--- src/core/msg_validator_pkg.sv ---
// Constants, enumerations and carriers for the control message validator.
// Assumes byte-wide frame delivery from a transport layer and an AXI4-Lite host.
package msg_validator_pkg;

  // Frame and header layout.
  localparam logic [7:0] CHANNEL_CTRL    = 8'h00;
  localparam logic [7:0] MESSAGE_MARKER  = 8'h83;
  localparam logic [5:0] MAX_LEN         = 6'h20;
  localparam int         POS_MARKER      = 0;
  localparam int         POS_CODE        = 1;
  localparam int         POS_TAG_HI      = 2;
  localparam int         POS_TAG_LO      = 3;
  localparam int         POS_ROUTE_0     = 4;
  localparam int         POS_ROUTE_1     = 5;
  localparam int         POS_ROUTE_2     = 6;
  localparam int         POS_ROUTE_3     = 7;
  localparam int         POS_LUN         = 8;
  localparam int         POS_CMD_RSVD_A  = 9;
  localparam int         POS_CMD_FLAGS   = 10;
  localparam int         POS_CMD_RSVD_B  = 11;
  localparam int         POS_CHANNEL     = 12;
  localparam int         POS_CMD_RSVD_C  = 14;
  localparam int         POS_CMD_RSVD_D  = 15;
  localparam int         RESUME_BIT      = 5;
  localparam logic [7:0] FLAGS_RSVD_MASK = 8'h0C;

  // Function codes.
  localparam logic [7:0] FC_RESPONSE      = 8'h03;
  localparam logic [7:0] FC_COMMAND       = 8'h10;
  localparam logic [7:0] FC_STATUS        = 8'h11;
  localparam logic [7:0] FC_CONFIRM       = 8'h12;
  localparam logic [7:0] FC_EVENT_ENABLE  = 8'h20;
  localparam logic [7:0] FC_EVENT_REPORT  = 8'h21;
  localparam logic [7:0] FC_ABORT_TASK    = 8'h30;
  localparam logic [7:0] FC_CLEAR_ALLEG   = 8'h34;
  localparam logic [7:0] FC_LU_RESET      = 8'h35;

  // Shortest defined message per kind, in bytes.
  localparam logic [5:0] LEN_TGT_HDR  = 6'h04;
  localparam logic [5:0] LEN_INIT_HDR = 6'h08;
  localparam logic [5:0] LEN_TM       = 6'h09;
  localparam logic [5:0] LEN_COMMAND  = 6'h10;

  // Register byte offsets.
  localparam logic [11:0] OFF_CTRL        = 12'h000;
  localparam logic [11:0] OFF_ROUTE_VALID = 12'h004;
  localparam logic [11:0] OFF_FLOW_STATE  = 12'h008;
  localparam logic [11:0] OFF_TM_CLEAR    = 12'h00C;
  localparam logic [11:0] OFF_LAST        = 12'h010;
  localparam logic [11:0] OFF_ROUTE_BASE  = 12'h020;
  localparam logic [31:0] CTRL_RESET      = 32'h0000_0003;
  localparam int          CTRL_TARGET_BIT = 0;
  localparam int          CTRL_ENABLE_BIT = 1;
  localparam logic [1:0]  RESP_OKAY       = 2'h0;
  localparam logic [1:0]  RESP_SLVERR     = 2'h2;

  typedef enum logic [2:0] {
    KIND_ACCEPT, KIND_ALERT, KIND_RESPONSE, KIND_STATUS, KIND_DROP
  } verdict_kind_t;

  typedef enum logic [2:0] {
    CAUSE_NONE, CAUSE_UNKNOWN_MSG, CAUSE_UNKNOWN_ROUTE, CAUSE_TOO_SHORT,
    CAUSE_OVERLAPPED, CAUSE_INVALID_FIELD, CAUSE_TASK_SET_FULL
  } cause_t;

  typedef struct packed {
    logic [7:0] data;
    logic       first;
    logic       last;
  } msg_beat_t;

  typedef struct packed {
    verdict_kind_t kind;
    cause_t        cause;
    logic [7:0]    function_code;
    logic [15:0]   tag;
    logic [7:0]    initiator;
    logic [7:0]    lun;
    logic [7:0]    channel;
  } verdict_t;

endpackage : msg_validator_pkg

--- src/core/storage_message_validator.sv ---
// Receive-side header parser and validator for protocol control messages.
// Assumes one message per frame delivered byte by byte, and an AXI4-Lite host.
// How it works
// - Only frames on channel 00h whose byte 0 is marker 83h are examined.
// - Byte 1 is taken as the function code selecting the operation.
// - A frame's last beat ends the message; one message per frame.
// - Messages are at most 32 bytes; bytes past 32 are ignored.
// - Pad bytes beyond the defined length are never inspected.
// - Channel first byte is passed through; the second byte is never checked.
// - Initiator messages: tag bytes 2-3, route id bytes 4-7, LUN byte 8.
// - Target messages: marker, code and tag in bytes 0-3.
// - Function codes decode to the twelve defined operations.
// - Marker is checked first, then code checks precede length and field checks.
// - Undefined code raises an unknown-message alert, no other reply.
// - Code meant for the other role raises an unknown-message alert.
// - Non-application frame type raises an unknown-message alert.
// - Unknown return route id raises an unknown-route alert.
// - Second outstanding task-management request other than LU reset gets an overlapped response.
// - Full storage, no prior discard: discard, status task set full.
// - After a discard, commands without resume are silently dropped.
// - Full storage, prior discard, resume set: discard, task set full.
// - Resume set without prior discard: invalid-field response.
// - Room, prior discard, resume set: accept and continue validation.
// - Message shorter than defined raises a too-short alert.
// - Non-zero reserved command field gets an invalid-field response.
//
// Added by the designer: the AXI4-Lite interface to the registers and the register addresses.
`timescale 1ns/10ps
`default_nettype none
module storage_message_validator
  import msg_validator_pkg::*;
#(
  parameter int NUM_ROUTES = 4
) (
  input  wire logic          aclk,
  input  wire logic          aresetn,
  input  wire logic          awvalid,
  output logic               awready,
  input  wire logic [11:0]   awaddr,
  input  wire logic [2:0]    awprot,
  input  wire logic          wvalid,
  output logic               wready,
  input  wire logic [31:0]   wdata,
  input  wire logic [3:0]    wstrb,
  output logic               bvalid,
  input  wire logic          bready,
  output logic [1:0]         bresp,
  input  wire logic          arvalid,
  output logic               arready,
  input  wire logic [11:0]   araddr,
  input  wire logic [2:0]    arprot,
  output logic               rvalid,
  input  wire logic          rready,
  output logic [31:0]        rdata,
  output logic [1:0]         rresp,
  input  wire logic          beat_valid,
  input  wire msg_beat_t     beat,
  input  wire logic          frame_app,
  input  wire logic [7:0]    frame_channel,
  input  wire logic          storage_full,
  output logic               verdict_valid,
  output verdict_t           verdict
);

  localparam int IDX_W = (NUM_ROUTES > 1) ? $clog2(NUM_ROUTES) : 1;

  logic [7:0]            msg [MAX_LEN];
  logic [5:0]            byte_cnt;
  logic [5:0]            msg_len;
  logic                  frame_ok;
  logic                  frame_is_app;
  logic                  eval;
  logic [31:0]           ctrl;
  logic [NUM_ROUTES-1:0] route_valid;
  logic [31:0]           route_id [NUM_ROUTES];
  logic [NUM_ROUTES-1:0] discarded;
  logic [NUM_ROUTES-1:0] tm_pending;
  logic [NUM_ROUTES-1:0] tm_clear;
  logic                  aw_held;
  logic                  w_held;
  logic [11:0]           wr_addr;
  logic [31:0]           wr_data;
  logic [3:0]            wr_strb;
  logic                  wr_go;
  verdict_t              next_verdict;
  logic                  next_report;
  logic                  set_discard;
  logic                  clr_discard;
  logic                  set_tm;
  logic [IDX_W-1:0]      hit_idx;
  logic                  hit;

  function automatic logic [31:0] merge(input logic [31:0] old_v, input logic [31:0] new_v,
                                        input logic [3:0] strb);
    logic [31:0] r;
    r = old_v;
    for (int i = 0; i < 4; i++) begin
      if (strb[i]) begin
        r[8*i +: 8] = new_v[8*i +: 8];
      end
    end
    return r;
  endfunction : merge

  // Frame intake; no back-pressure, so a frame may follow the previous one at once.
  always_ff @(posedge aclk) begin
    if (!aresetn) begin
      byte_cnt     <= 6'h00;
      msg_len      <= 6'h00;
      frame_ok     <= 1'b0;
      frame_is_app <= 1'b0;
      eval         <= 1'b0;
    end else begin
      eval <= 1'b0;
      if (beat_valid) begin
        if (beat.first) begin
          byte_cnt     <= 6'h01;
          frame_is_app <= frame_app;
          frame_ok     <= (frame_channel == CHANNEL_CTRL) && ctrl[CTRL_ENABLE_BIT];
        end else if (byte_cnt < MAX_LEN) begin
          byte_cnt <= byte_cnt + 6'h01;
        end
        if (beat.last) begin
          eval    <= 1'b1;
          msg_len <= beat.first ? 6'h01 : ((byte_cnt < MAX_LEN) ? byte_cnt + 6'h01 : MAX_LEN);
        end
      end
    end
  end

  always_ff @(posedge aclk) begin
    if (beat_valid) begin
      if (beat.first) begin
        msg[0] <= beat.data;
      end else if (byte_cnt < MAX_LEN) begin
        msg[byte_cnt[4:0]] <= beat.data;
      end
    end
  end

  // Return route lookup names the initiator.
  always_comb begin
    hit     = 1'b0;
    hit_idx = '0;
    for (int i = 0; i < NUM_ROUTES; i++) begin
      if (!hit && route_valid[i] && route_id[i] == {msg[POS_ROUTE_0], msg[POS_ROUTE_1],
                                                   msg[POS_ROUTE_2], msg[POS_ROUTE_3]}) begin
        hit     = 1'b1;
        hit_idx = IDX_W'(i);
      end
    end
  end

  // Validation in the documented order; the first failing check decides.
  always_comb begin
    logic [7:0] code;
    logic       known;
    logic       to_target;
    logic       is_tm;
    logic       is_cmd;
    logic       resume;
    logic       fields_bad;
    logic [5:0] min_len;
    min_len     = LEN_TGT_HDR;
    code        = msg[POS_CODE];
    is_cmd      = (code == FC_COMMAND);
    is_tm       = (code >= FC_ABORT_TASK) && (code <= FC_CLEAR_ALLEG);
    to_target   = is_cmd || code == FC_CONFIRM || code == FC_EVENT_ENABLE ||
                  ((code >= FC_ABORT_TASK) && (code <= FC_LU_RESET));
    known       = to_target || code == FC_RESPONSE || code == FC_STATUS ||
                  code == FC_EVENT_REPORT;
    resume      = msg[POS_CMD_FLAGS][RESUME_BIT];
    fields_bad  = (msg[POS_CMD_RSVD_A] != 8'h00) || ((msg[POS_CMD_FLAGS] & FLAGS_RSVD_MASK) != 8'h00)
                  || (msg[POS_CMD_RSVD_B] != 8'h00) || (msg[POS_CMD_RSVD_C] != 8'h00)
                  || (msg[POS_CMD_RSVD_D] != 8'h00);
    if (is_cmd) begin
      min_len = LEN_COMMAND;
    end else if ((code >= FC_ABORT_TASK) && (code <= FC_LU_RESET)) begin
      min_len = LEN_TM;
    end else if (to_target) begin
      min_len = LEN_INIT_HDR;
    end
    next_verdict.kind          = KIND_ACCEPT;
    next_verdict.cause         = CAUSE_NONE;
    next_verdict.function_code = code;
    next_verdict.tag           = {msg[POS_TAG_HI], msg[POS_TAG_LO]};
    next_verdict.initiator     = 8'(hit_idx);
    next_verdict.lun           = msg[POS_LUN];
    next_verdict.channel       = msg[POS_CHANNEL];
    next_report = eval && frame_ok && msg[POS_MARKER] == MESSAGE_MARKER;
    set_discard = 1'b0;
    clr_discard = 1'b0;
    set_tm      = 1'b0;
    if (!known) begin
      next_verdict.kind  = KIND_ALERT;
      next_verdict.cause = CAUSE_UNKNOWN_MSG;
    end else if (to_target != ctrl[CTRL_TARGET_BIT]) begin
      next_verdict.kind  = KIND_ALERT;
      next_verdict.cause = CAUSE_UNKNOWN_MSG;
    end else if (!frame_is_app) begin
      next_verdict.kind  = KIND_ALERT;
      next_verdict.cause = CAUSE_UNKNOWN_MSG;
    end else if (to_target && !hit) begin
      next_verdict.kind  = KIND_ALERT;
      next_verdict.cause = CAUSE_UNKNOWN_ROUTE;
    end else if (is_tm && tm_pending[hit_idx]) begin
      next_verdict.kind  = KIND_RESPONSE;
      next_verdict.cause = CAUSE_OVERLAPPED;
    end else if (is_cmd && storage_full && !discarded[hit_idx]) begin
      next_verdict.kind  = KIND_STATUS;
      next_verdict.cause = CAUSE_TASK_SET_FULL;
      set_discard        = 1'b1;
    end else if (is_cmd && discarded[hit_idx] && !resume) begin
      next_verdict.kind  = KIND_DROP;
    end else if (is_cmd && storage_full && discarded[hit_idx]) begin
      next_verdict.kind  = KIND_STATUS;
      next_verdict.cause = CAUSE_TASK_SET_FULL;
    end else if (is_cmd && !discarded[hit_idx] && resume) begin
      next_verdict.kind  = KIND_RESPONSE;
      next_verdict.cause = CAUSE_INVALID_FIELD;
    end else if (msg_len < min_len) begin
      next_verdict.kind  = KIND_ALERT;
      next_verdict.cause = CAUSE_TOO_SHORT;
    end else if (is_cmd && fields_bad) begin
      next_verdict.kind  = KIND_RESPONSE;
      next_verdict.cause = CAUSE_INVALID_FIELD;
    end else begin
      clr_discard = is_cmd && discarded[hit_idx];
      set_tm      = is_tm;
    end
    if (!next_report) begin
      set_discard = 1'b0;
      clr_discard = 1'b0;
      set_tm      = 1'b0;
    end
  end

  always_ff @(posedge aclk) begin
    if (!aresetn) begin
      verdict_valid <= 1'b0;
      verdict       <= '0;
    end else begin
      verdict_valid <= next_report;
      if (next_report) begin
        verdict <= next_verdict;
      end
    end
  end

  // Flow-control memory per initiator.
  always_ff @(posedge aclk) begin
    if (!aresetn) begin
      discarded <= '0;
    end else if (set_discard) begin
      discarded[hit_idx] <= 1'b1;
    end else if (clr_discard) begin
      discarded[hit_idx] <= 1'b0;
    end
  end

  // Software retires a task-management request; a new one in the same cycle wins.
  always_ff @(posedge aclk) begin
    if (!aresetn) begin
      tm_pending <= '0;
    end else begin
      for (int i = 0; i < NUM_ROUTES; i++) begin
        if (set_tm && hit_idx == IDX_W'(i)) begin
          tm_pending[i] <= 1'b1;
        end else if (tm_clear[i]) begin
          tm_pending[i] <= 1'b0;
        end
      end
    end
  end

  // AXI4-Lite write path: address and data are taken in either order.
  assign wr_go = aw_held && w_held && !bvalid;

  always_ff @(posedge aclk) begin
    if (!aresetn) begin
      awready <= 1'b1;
      wready  <= 1'b1;
      aw_held <= 1'b0;
      w_held  <= 1'b0;
      bvalid  <= 1'b0;
      bresp   <= RESP_OKAY;
      wr_addr <= 12'h000;
      wr_data <= 32'h0000_0000;
      wr_strb <= 4'h0;
    end else begin
      if (awvalid && awready) begin
        awready <= 1'b0;
        aw_held <= 1'b1;
        wr_addr <= awaddr;
      end
      if (wvalid && wready) begin
        wready  <= 1'b0;
        w_held  <= 1'b1;
        wr_data <= wdata;
        wr_strb <= wstrb;
      end
      if (wr_go) begin
        aw_held <= 1'b0;
        w_held  <= 1'b0;
        bvalid  <= 1'b1;
        bresp   <= mapped(wr_addr) ? RESP_OKAY : RESP_SLVERR;
      end
      if (bvalid && bready) begin
        bvalid  <= 1'b0;
        awready <= 1'b1;
        wready  <= 1'b1;
      end
    end
  end

  function automatic logic mapped(input logic [11:0] a);
    return a == OFF_CTRL || a == OFF_ROUTE_VALID || a == OFF_FLOW_STATE || a == OFF_TM_CLEAR
           || a == OFF_LAST || (a >= OFF_ROUTE_BASE && a < OFF_ROUTE_BASE + 12'(4 * NUM_ROUTES)
           && a[1:0] == 2'h0);
  endfunction : mapped

  always_comb begin
    tm_clear = '0;
    if (wr_go && wr_addr == OFF_TM_CLEAR) begin
      tm_clear = wr_data[NUM_ROUTES-1:0];
    end
  end

  always_ff @(posedge aclk) begin
    if (!aresetn) begin
      ctrl        <= CTRL_RESET;
      route_valid <= '0;
    end else if (wr_go) begin
      if (wr_addr == OFF_CTRL) begin
        ctrl <= merge(ctrl, wr_data, wr_strb) & CTRL_RESET;
      end
      if (wr_addr == OFF_ROUTE_VALID) begin
        route_valid <= NUM_ROUTES'(merge(32'(route_valid), wr_data, wr_strb));
      end
    end
  end

  always_ff @(posedge aclk) begin
    if (!aresetn) begin
      for (int i = 0; i < NUM_ROUTES; i++) begin
        route_id[i] <= 32'h0000_0000;
      end
    end else if (wr_go) begin
      for (int i = 0; i < NUM_ROUTES; i++) begin
        if (wr_addr == OFF_ROUTE_BASE + 12'(4 * i)) begin
          route_id[i] <= merge(route_id[i], wr_data, wr_strb);
        end
      end
    end
  end

  // AXI4-Lite read path: one cycle from address to data.
  always_ff @(posedge aclk) begin
    if (!aresetn) begin
      arready <= 1'b1;
      rvalid  <= 1'b0;
      rdata   <= 32'h0000_0000;
      rresp   <= RESP_OKAY;
    end else begin
      if (arvalid && arready) begin
        arready <= 1'b0;
        rvalid  <= 1'b1;
        rresp   <= mapped(araddr) ? RESP_OKAY : RESP_SLVERR;
        rdata   <= read_word(araddr);
      end
      if (rvalid && rready) begin
        rvalid  <= 1'b0;
        arready <= 1'b1;
      end
    end
  end

  function automatic logic [31:0] read_word(input logic [11:0] a);
    logic [31:0] r;
    r = 32'h0000_0000;
    case (a)
      OFF_CTRL:        r = ctrl;
      OFF_ROUTE_VALID: r = 32'(route_valid);
      OFF_FLOW_STATE:  r = {16'h0000, 8'(tm_pending), 8'(discarded)};
      OFF_LAST:        r = {8'(verdict.kind), 8'(verdict.cause), verdict.tag};
      default: begin
        for (int i = 0; i < NUM_ROUTES; i++) begin
          if (a == OFF_ROUTE_BASE + 12'(4 * i)) begin
            r = route_id[i];
          end
        end
      end
    endcase
    return r;
  endfunction : read_word

endmodule : storage_message_validator
`default_nettype wire

--- config.mk ---
export PLATFORM = sky130hd
export DESIGN_NAME = storage_message_validator
export DESIGN_NICKNAME = d
export VERILOG_FILES = /design/src/core/msg_validator_pkg.sv /design/src/core/storage_message_validator.sv
export SDC_FILE = /design/constraint.sdc
export NUM_CORES = 1
export LEC_CHECK = 0
export ABC_AREA = 1
export CAP_MARGIN = 10
export CELL_PAD_IN_SITES_DETAIL_PLACEMENT = 0
export CELL_PAD_IN_SITES_GLOBAL_PLACEMENT = 1
export CORE_ASPECT_RATIO = 0.7
export CORE_MARGIN = 10
export CORE_UTILIZATION = 40
export DETAILED_ROUTE_END_ITERATION = 12
export DONT_BUFFER_PORTS = 1
export PLACE_DENSITY_LB_ADDON = 0.1
export SETUP_SLACK_MARGIN = 0.1
export SLEW_MARGIN = 20
export SYNTH_ARGS = -nofsm -noshare
export SYNTH_HDL_FRONTEND = slang
export SYNTH_SLANG_ARGS = --single-unit
--- constraint.sdc ---
create_clock -name aclk -period 4 [get_ports aclk]
set_input_delay 0.4 -clock aclk [delete_from_list [all_inputs] [get_ports aclk]]
set_output_delay 0.4 -clock aclk [all_outputs]
set_load 0.05 [all_outputs]
==> flow_metrics.tcl, run 1 <==
set metrics [dict create \
    postSynthCellCount 2332 \
    fin_crit_ps 3530 \
    grt_pass1_vias 15500 \
    synth_ff_type "edfxtp_1" \
    worstPathMaxFanout 5 \
    synth_area_leaders "edfxtp_1, dfxtp_1, nand2_1" \
    wl_per_cell_um 26.4 \
    synth-seq-area-share_pct 55.1 \
    post-route-util_pct 45.4 \
    fin_skew_ps 18.3 \
    tightestPinTransition_ps 1280 \
    drt_wl_total_mm 79.6 \
    crit_arrival_ps 3960 \
    ctsRootBufferMaster "clkbuf_16" \
    hold_depth 2 \
    dieArea_sq_um 57500 \
    synth.most_common_cell "nand2_1" \
    place_hpwl_mm 59.0 \
    power_density_nw_per_um2 425 \
    synth-edff-count 243 \
    first_pass_iters 5 \
    hold_viol 0 \
    required_ps 4440 \
    avgSynthCellArea_sq_um 8.27 \
    clkTransAtPathRegs_ps 70 \
    min_to "wr_data[31]" \
    antenna_found_initial 4 \
    via_count 16500 \
    final_nets 2457 \
    synth-seq-cells 409 \
    gp_congestion 1.03 \
    rows 67 \
    async_flop_share_pct 0 \
    synth.distinct_cells 57 \
    synth_commonest_cells "nand2_1, nor2_1, inv_1, edfxtp_1, o21ai_0" \
    worstSetupStartpointType "flop" \
    grt_pass1_wl_mm 112 \
    r2r_slack_ps 470 \
    peakVddDrop_mv 0.294 \
    syn2layout_area_growth_pct 12.4 \
    hold_class "input port to flop" \
    cts_buffers 41 \
    worstSkewPairLatency_ps 580 \
    viasPerCell 5.46 \
    r2r_cells 15 \
    drc 0 \
    status "finished clean" \
    h-tree-depth 2 \
    cts_resized 0 \
    setup_viol 0 \
    grt_max_degree 86 \
    port_buffers 0 \
    fin_crit_sh_pct 88.2 \
    synth_top_area_cell "edfxtp_1" \
    cts_tree "built" \
    min_from "wdata[31]" \
    drive_above_1_share_pct 7.15 \
    leakagePower_nw 8.65 \
    rsz0062_at_grt "no" \
    drt_iter0_markers 2072 \
    yosysWarnings 0 \
    reg2reg_from "msg[1][7]" \
    io-pin-count 190 \
    synth_top_area_share_pct 37.8 \
    core_sq_um 47800 \
    die_h_um 204 \
    tns_ps 0 \
    timing.hold.ws_ps 22.3 \
    worstSetupPathType "flop to flop" \
    end_kind "flop" \
    slew_headroom_pct 14.2 \
    numClockSinks 409 \
    fillers 4745 \
    drv_slew 0 \
    timing.fmax_mhz 283 \
    gr-usage-all-layers_pct 27.3 \
    initial_core_util_pct 40.4 \
    die_x_um 282 \
    clock_path_buffers 3 \
    synth_area_sq_um 19300 \
    ant_nets 0 \
    cap_violations 0 \
    gr-total-overflow 0 \
]
## area by class of cell
class	instances	area [sq um]	area share (%)
clock buffer	49	1100	5.06
antenna	1	2.50	0.0115
tap	621	777	3.59
clock inverter	27	221	1.02
timing repair buffer	71	678	3.13
inverter	280	1050	4.85
multi-input combinational	1555	7220	33.3
sequential	409	10600	49.0
## cells by family (layout without fill, tap and decap cells)
| logic type | Yosys count | count (layout) | synth area share, % |
|---|---|---|---|
| AOI/OAI and AO/OA | 401 | 401 | 12.0 |
| other | 1 | 9 | 0.0194 |
| and+or+nand+nor | 1118 | 1118 | 23.8 |
| adders and majority gates | 5 | 5 | 0.324 |
| buffers and inverters | 375 | 427 | 7.68 |
| DFF | 409 | 409 | 55.1 |
| xor gates and xnor gates | 23 | 23 | 1.12 |
## routing by layer
metal	routed length (um)	up-vias	GRT usage, %
met3	8750	89	8.14
met4	1660	6	6.20
met2	31800	742	37.9
li1	-	7772	-
met1	37300	7845	40.7
met5	35	-	0
## stage by stage
| stage | worst slack (ps) | std cells | total power (W) | area, sq um |
|---|---|---|---|---|
| after floorplan | 1290 | 2339 | 0.00513 | 19300 |
| after global placement | 698 | 2909 | 0.00531 | 20000 |
| after detailed placement | 612 | 2909 | 0.00531 | 20000 |
| after CTS | 583 | 3012 | 0.00927 | 21700 |
| after global routing | 289 | 3012 | 0.00951 | 21700 |
| final | 472 | 3013 | 0.00921 | 21700 |
## registers in the layout (all words and copies together) (netlist names), 2 cells and up, named ones only
register	cells
route_id	128
msg	115
verdict	47
rdata	32
wr_data	32
wr_addr	12
byte_cnt	6
msg_len	6
route_valid	4
tm_pending	4
wr_strb	4
ctrl	2
## worst max-delay path, stage by stage (launching register included)
cell and delay [ps]:
edfxtp_1 400, nor2_2 230, nand2_1 100, a211oi_2 300, a31oi_1 170, nand2_1 260
nand2_1 90, ha_1 310, nand3_1 70, o21ai_0 660, o21a_1 240, nand3_1 90
nor2_2 240, nand2_1 90, nand2_1 90, a21oi_1 60
## cell usage in the layout, fill, tap and decap left out, types with 16 or more instances in the layout
cell type	instances
nand2_1	531
nor2_1	390
inv_1	254
edfxtp_1	243
o21ai_0	187
dfxtp_1	166
a21oi_1	112
nand3_1	72
buf_4	44
clkbuf_16	42
nand4_1	36
nor3_1	34
o221ai_1	30
inv_2	22
o211ai_1	20
dlygate4sd3_1	20
nor4_1	18
xnor2_1	16
## worst max path at each step
stage,from,end,cells after the start
4_1_cts,msg[1][7],flop,15
6_report,msg[1][7],flop,15
3_3_place_gp,msg[1][3],flop,17
3_5_place_dp,msg[1][7],flop,15
5_1_grt,msg[1][7],flop,15
2_1_floorplan,bvalid,route_id[2][0],5
## where the power goes
group | switching (W) | internal, W
Clock | 0.00176 | 0.00212
Sequential | 0.000170 | 0.00458
Combinational | 0.000437 | 0.000152
## repair_timing
action	CTS	global route
endpoints found under the hold margin	205	0
setup buffers	0	0
hold buffers	27	0
Power figures use the tool's default switching activity.
==> inputs of run 2 (changes only) <==
--- a/config.mk
+++ b/config.mk
@@ -10,11 +10,11 @@
 export CELL_PAD_IN_SITES_DETAIL_PLACEMENT = 0
 export CELL_PAD_IN_SITES_GLOBAL_PLACEMENT = 1
 export CORE_ASPECT_RATIO = 0.7
-export CORE_MARGIN = 10
+export CORE_MARGIN = 2
 export CORE_UTILIZATION = 40
 export DETAILED_ROUTE_END_ITERATION = 12
 export DONT_BUFFER_PORTS = 1
-export PLACE_DENSITY_LB_ADDON = 0.1
+export PLACE_DENSITY = 0.74
 export SETUP_SLACK_MARGIN = 0.1
 export SLEW_MARGIN = 20
 export SYNTH_ARGS = -nofsm -noshare
==> run 2 against run 1 <==
Effect of this change:
- clock power up 4%
- worst setup slack improved by 220 ps
- final area shrank 0.15%
- sequential cell count did not move
- sequential share of layout area increased by 0.074 points
- critical path type unchanged
- worst hold slack worse by 11 ps
==> flow_metrics.tcl, run 2 (synthesized netlist as in run 1, its figures left out) <==
set metrics [dict create \
    status "finished clean" \
    cts_resized 0 \
    crit_arrival_ps 3810 \
    gr-usage-all-layers_pct 29.7 \
    numClockSinks 409 \
    clock_path_buffers 3 \
    ctsRootBufferMaster "clkbuf_16" \
    drive_above_1_share_pct 7.08 \
    timing.fmax_mhz 302 \
    syn2layout_area_growth_pct 12.2 \
    leakagePower_nw 8.64 \
    die_x_um 266 \
    die_h_um 188 \
    port_buffers 0 \
    initial_core_util_pct 40.4 \
    fin_skew_ps 30.5 \
    power_density_nw_per_um2 431 \
    end_kind "flop" \
    wl_per_cell_um 24.9 \
    ant_nets 0 \
    antenna_found_initial 4 \
    grt_pass1_wl_mm 107 \
    critPathCapture "verdict[48]" \
    fin_cells 3009 \
    grt_max_degree 73 \
    tightestPinTransition_ps 1220 \
    dieArea_sq_um 50000 \
    worstSetupPathType "flop to flop" \
    hold_class "input port to flop" \
    hold_depth 2 \
    largest_reg_flops 128 \
    cts_buffers 42 \
    peakVddDrop_mv 0.363 \
    hold_viol 0 \
    via_count 16900 \
    reg2reg_from "msg[1][7]" \
    fin_crit_ps 3310 \
    drv_slew 0 \
    worstSetupStartpointType "flop" \
    drt_iter0_markers 2116 \
    cp-startpoint "msg[1][7]" \
    top_register "route_id" \
    rsz0062_at_grt "no" \
    io-pin-count 190 \
    place_hpwl_mm 56.9 \
    viasPerCell 5.62 \
    required_ps 4500 \
    reg_top3 "route_id x128, msg x115, verdict x47" \
    core_sq_um 47700 \
    tns_ps 0 \
    cap_violations 0 \
    slew_headroom_pct 18.1 \
    drc 0 \
    r2r_slack_ps 690 \
    final_cell_mix "nand2_1, nor2_1, inv_1, edfxtp_1, o21ai_0" \
    rows 67 \
    fin_crit_sh_pct 82.7 \
    gp_congestion 1.04 \
    h-tree-depth 2 \
    grt_pass1_vias 15500 \
    final_common_cell "nand2_1" \
    gr-total-overflow 0 \
    final_nets 2451 \
    worstPathMaxFanout 5 \
    r2r_end "verdict[48]" \
    setup_viol 0 \
    drt_wl_total_mm 75.0 \
    worstSkewPairLatency_ps 570 \
    cts_tree "built" \
    r2r_cells 16 \
    clkTransAtPathRegs_ps 70 \
    first_pass_iters 6 \
    dp.cells 2911 \
]
==> run 2: how the worst min path moves through the flow <==
stage / startpoint / endpoint / slack, ps
2_1_floorplan: flop / flop / 440
3_3_place_gp: flop / flop / 460
3_5_place_dp: flop / flop / 450
4_1_cts: awaddr[1] / wr_addr[1] / 1
5_1_grt: awaddr[1] / wr_addr[1] / 0.4
6_report: awaddr[11] / wr_addr[11] / 10
==> run 2: repair_timing <==
action,in CTS,in global routing
hold buffers,18,0
endpoints found under the hold margin,191,0
setup buffers,0,0
==> run 2: where the power goes <==
part | switching, W | internal, W | total, W
combinational | 0.000419 | 0.000139 | 0.000558
clock | 0.00176 | 0.00226 | 0.00402
sequential | 0.000165 | 0.00458 | 0.00474
==> run 2: area by class of cell <==
cell class	count	area [sq um]
clock inverters	23	248
repair buffers	64	566
diodes	2	5.00
fillers	4662	26100
clock buffers	55	1150
multi-input cells	1555	7220
inverters	280	1050
well taps	621	777
flip-flops and latches	409	10600
==> run 2: per-stage QoR <==
| stage | utilization [%] | power, W | cell area, sq um | setup WS [ps] | hold WS [ps] |
|---|---|---|---|---|---|
| after global placement | 42.0 | 0.00530 | 20000 | 863 | 456 |
| after detailed placement | 42.0 | 0.00531 | 20000 | 781 | 453 |
| after global routing | 45.4 | 0.00960 | 21600 | 577 | 0.424 |
| after CTS | 45.4 | 0.00937 | 21600 | 756 | 0.991 |
| final | 45.4 | 0.00933 | 21600 | 691 | 10.9 |
| after floorplan | - | 0.00513 | 19300 | 1290 | 437 |
==> run 2: critical path, cell delays in order (launching register included) <==
cell      delay [ps]
edfxtp_1         390
nor2_2           250
nand2_1          100
a211oi_2         360
a31oi_1          180
nand2_1          270
nand2_1           90
ha_1             300
a21o_1           180
a211oi_1         200
o21ai_0          110
buf_4            180
o21a_1           120
and2_4           140
nor2_1           130
nand3_1           90
a21oi_1          140
==> run 2: metal layers <==
layer	global-route usage [%]	wire length, um	up-vias
met5	0	0	-
met4	5.51	1380	0
li1	-	-	7766
met3	5.29	7930	98
met2	41.3	29900	897
met1	47.6	35700	8161
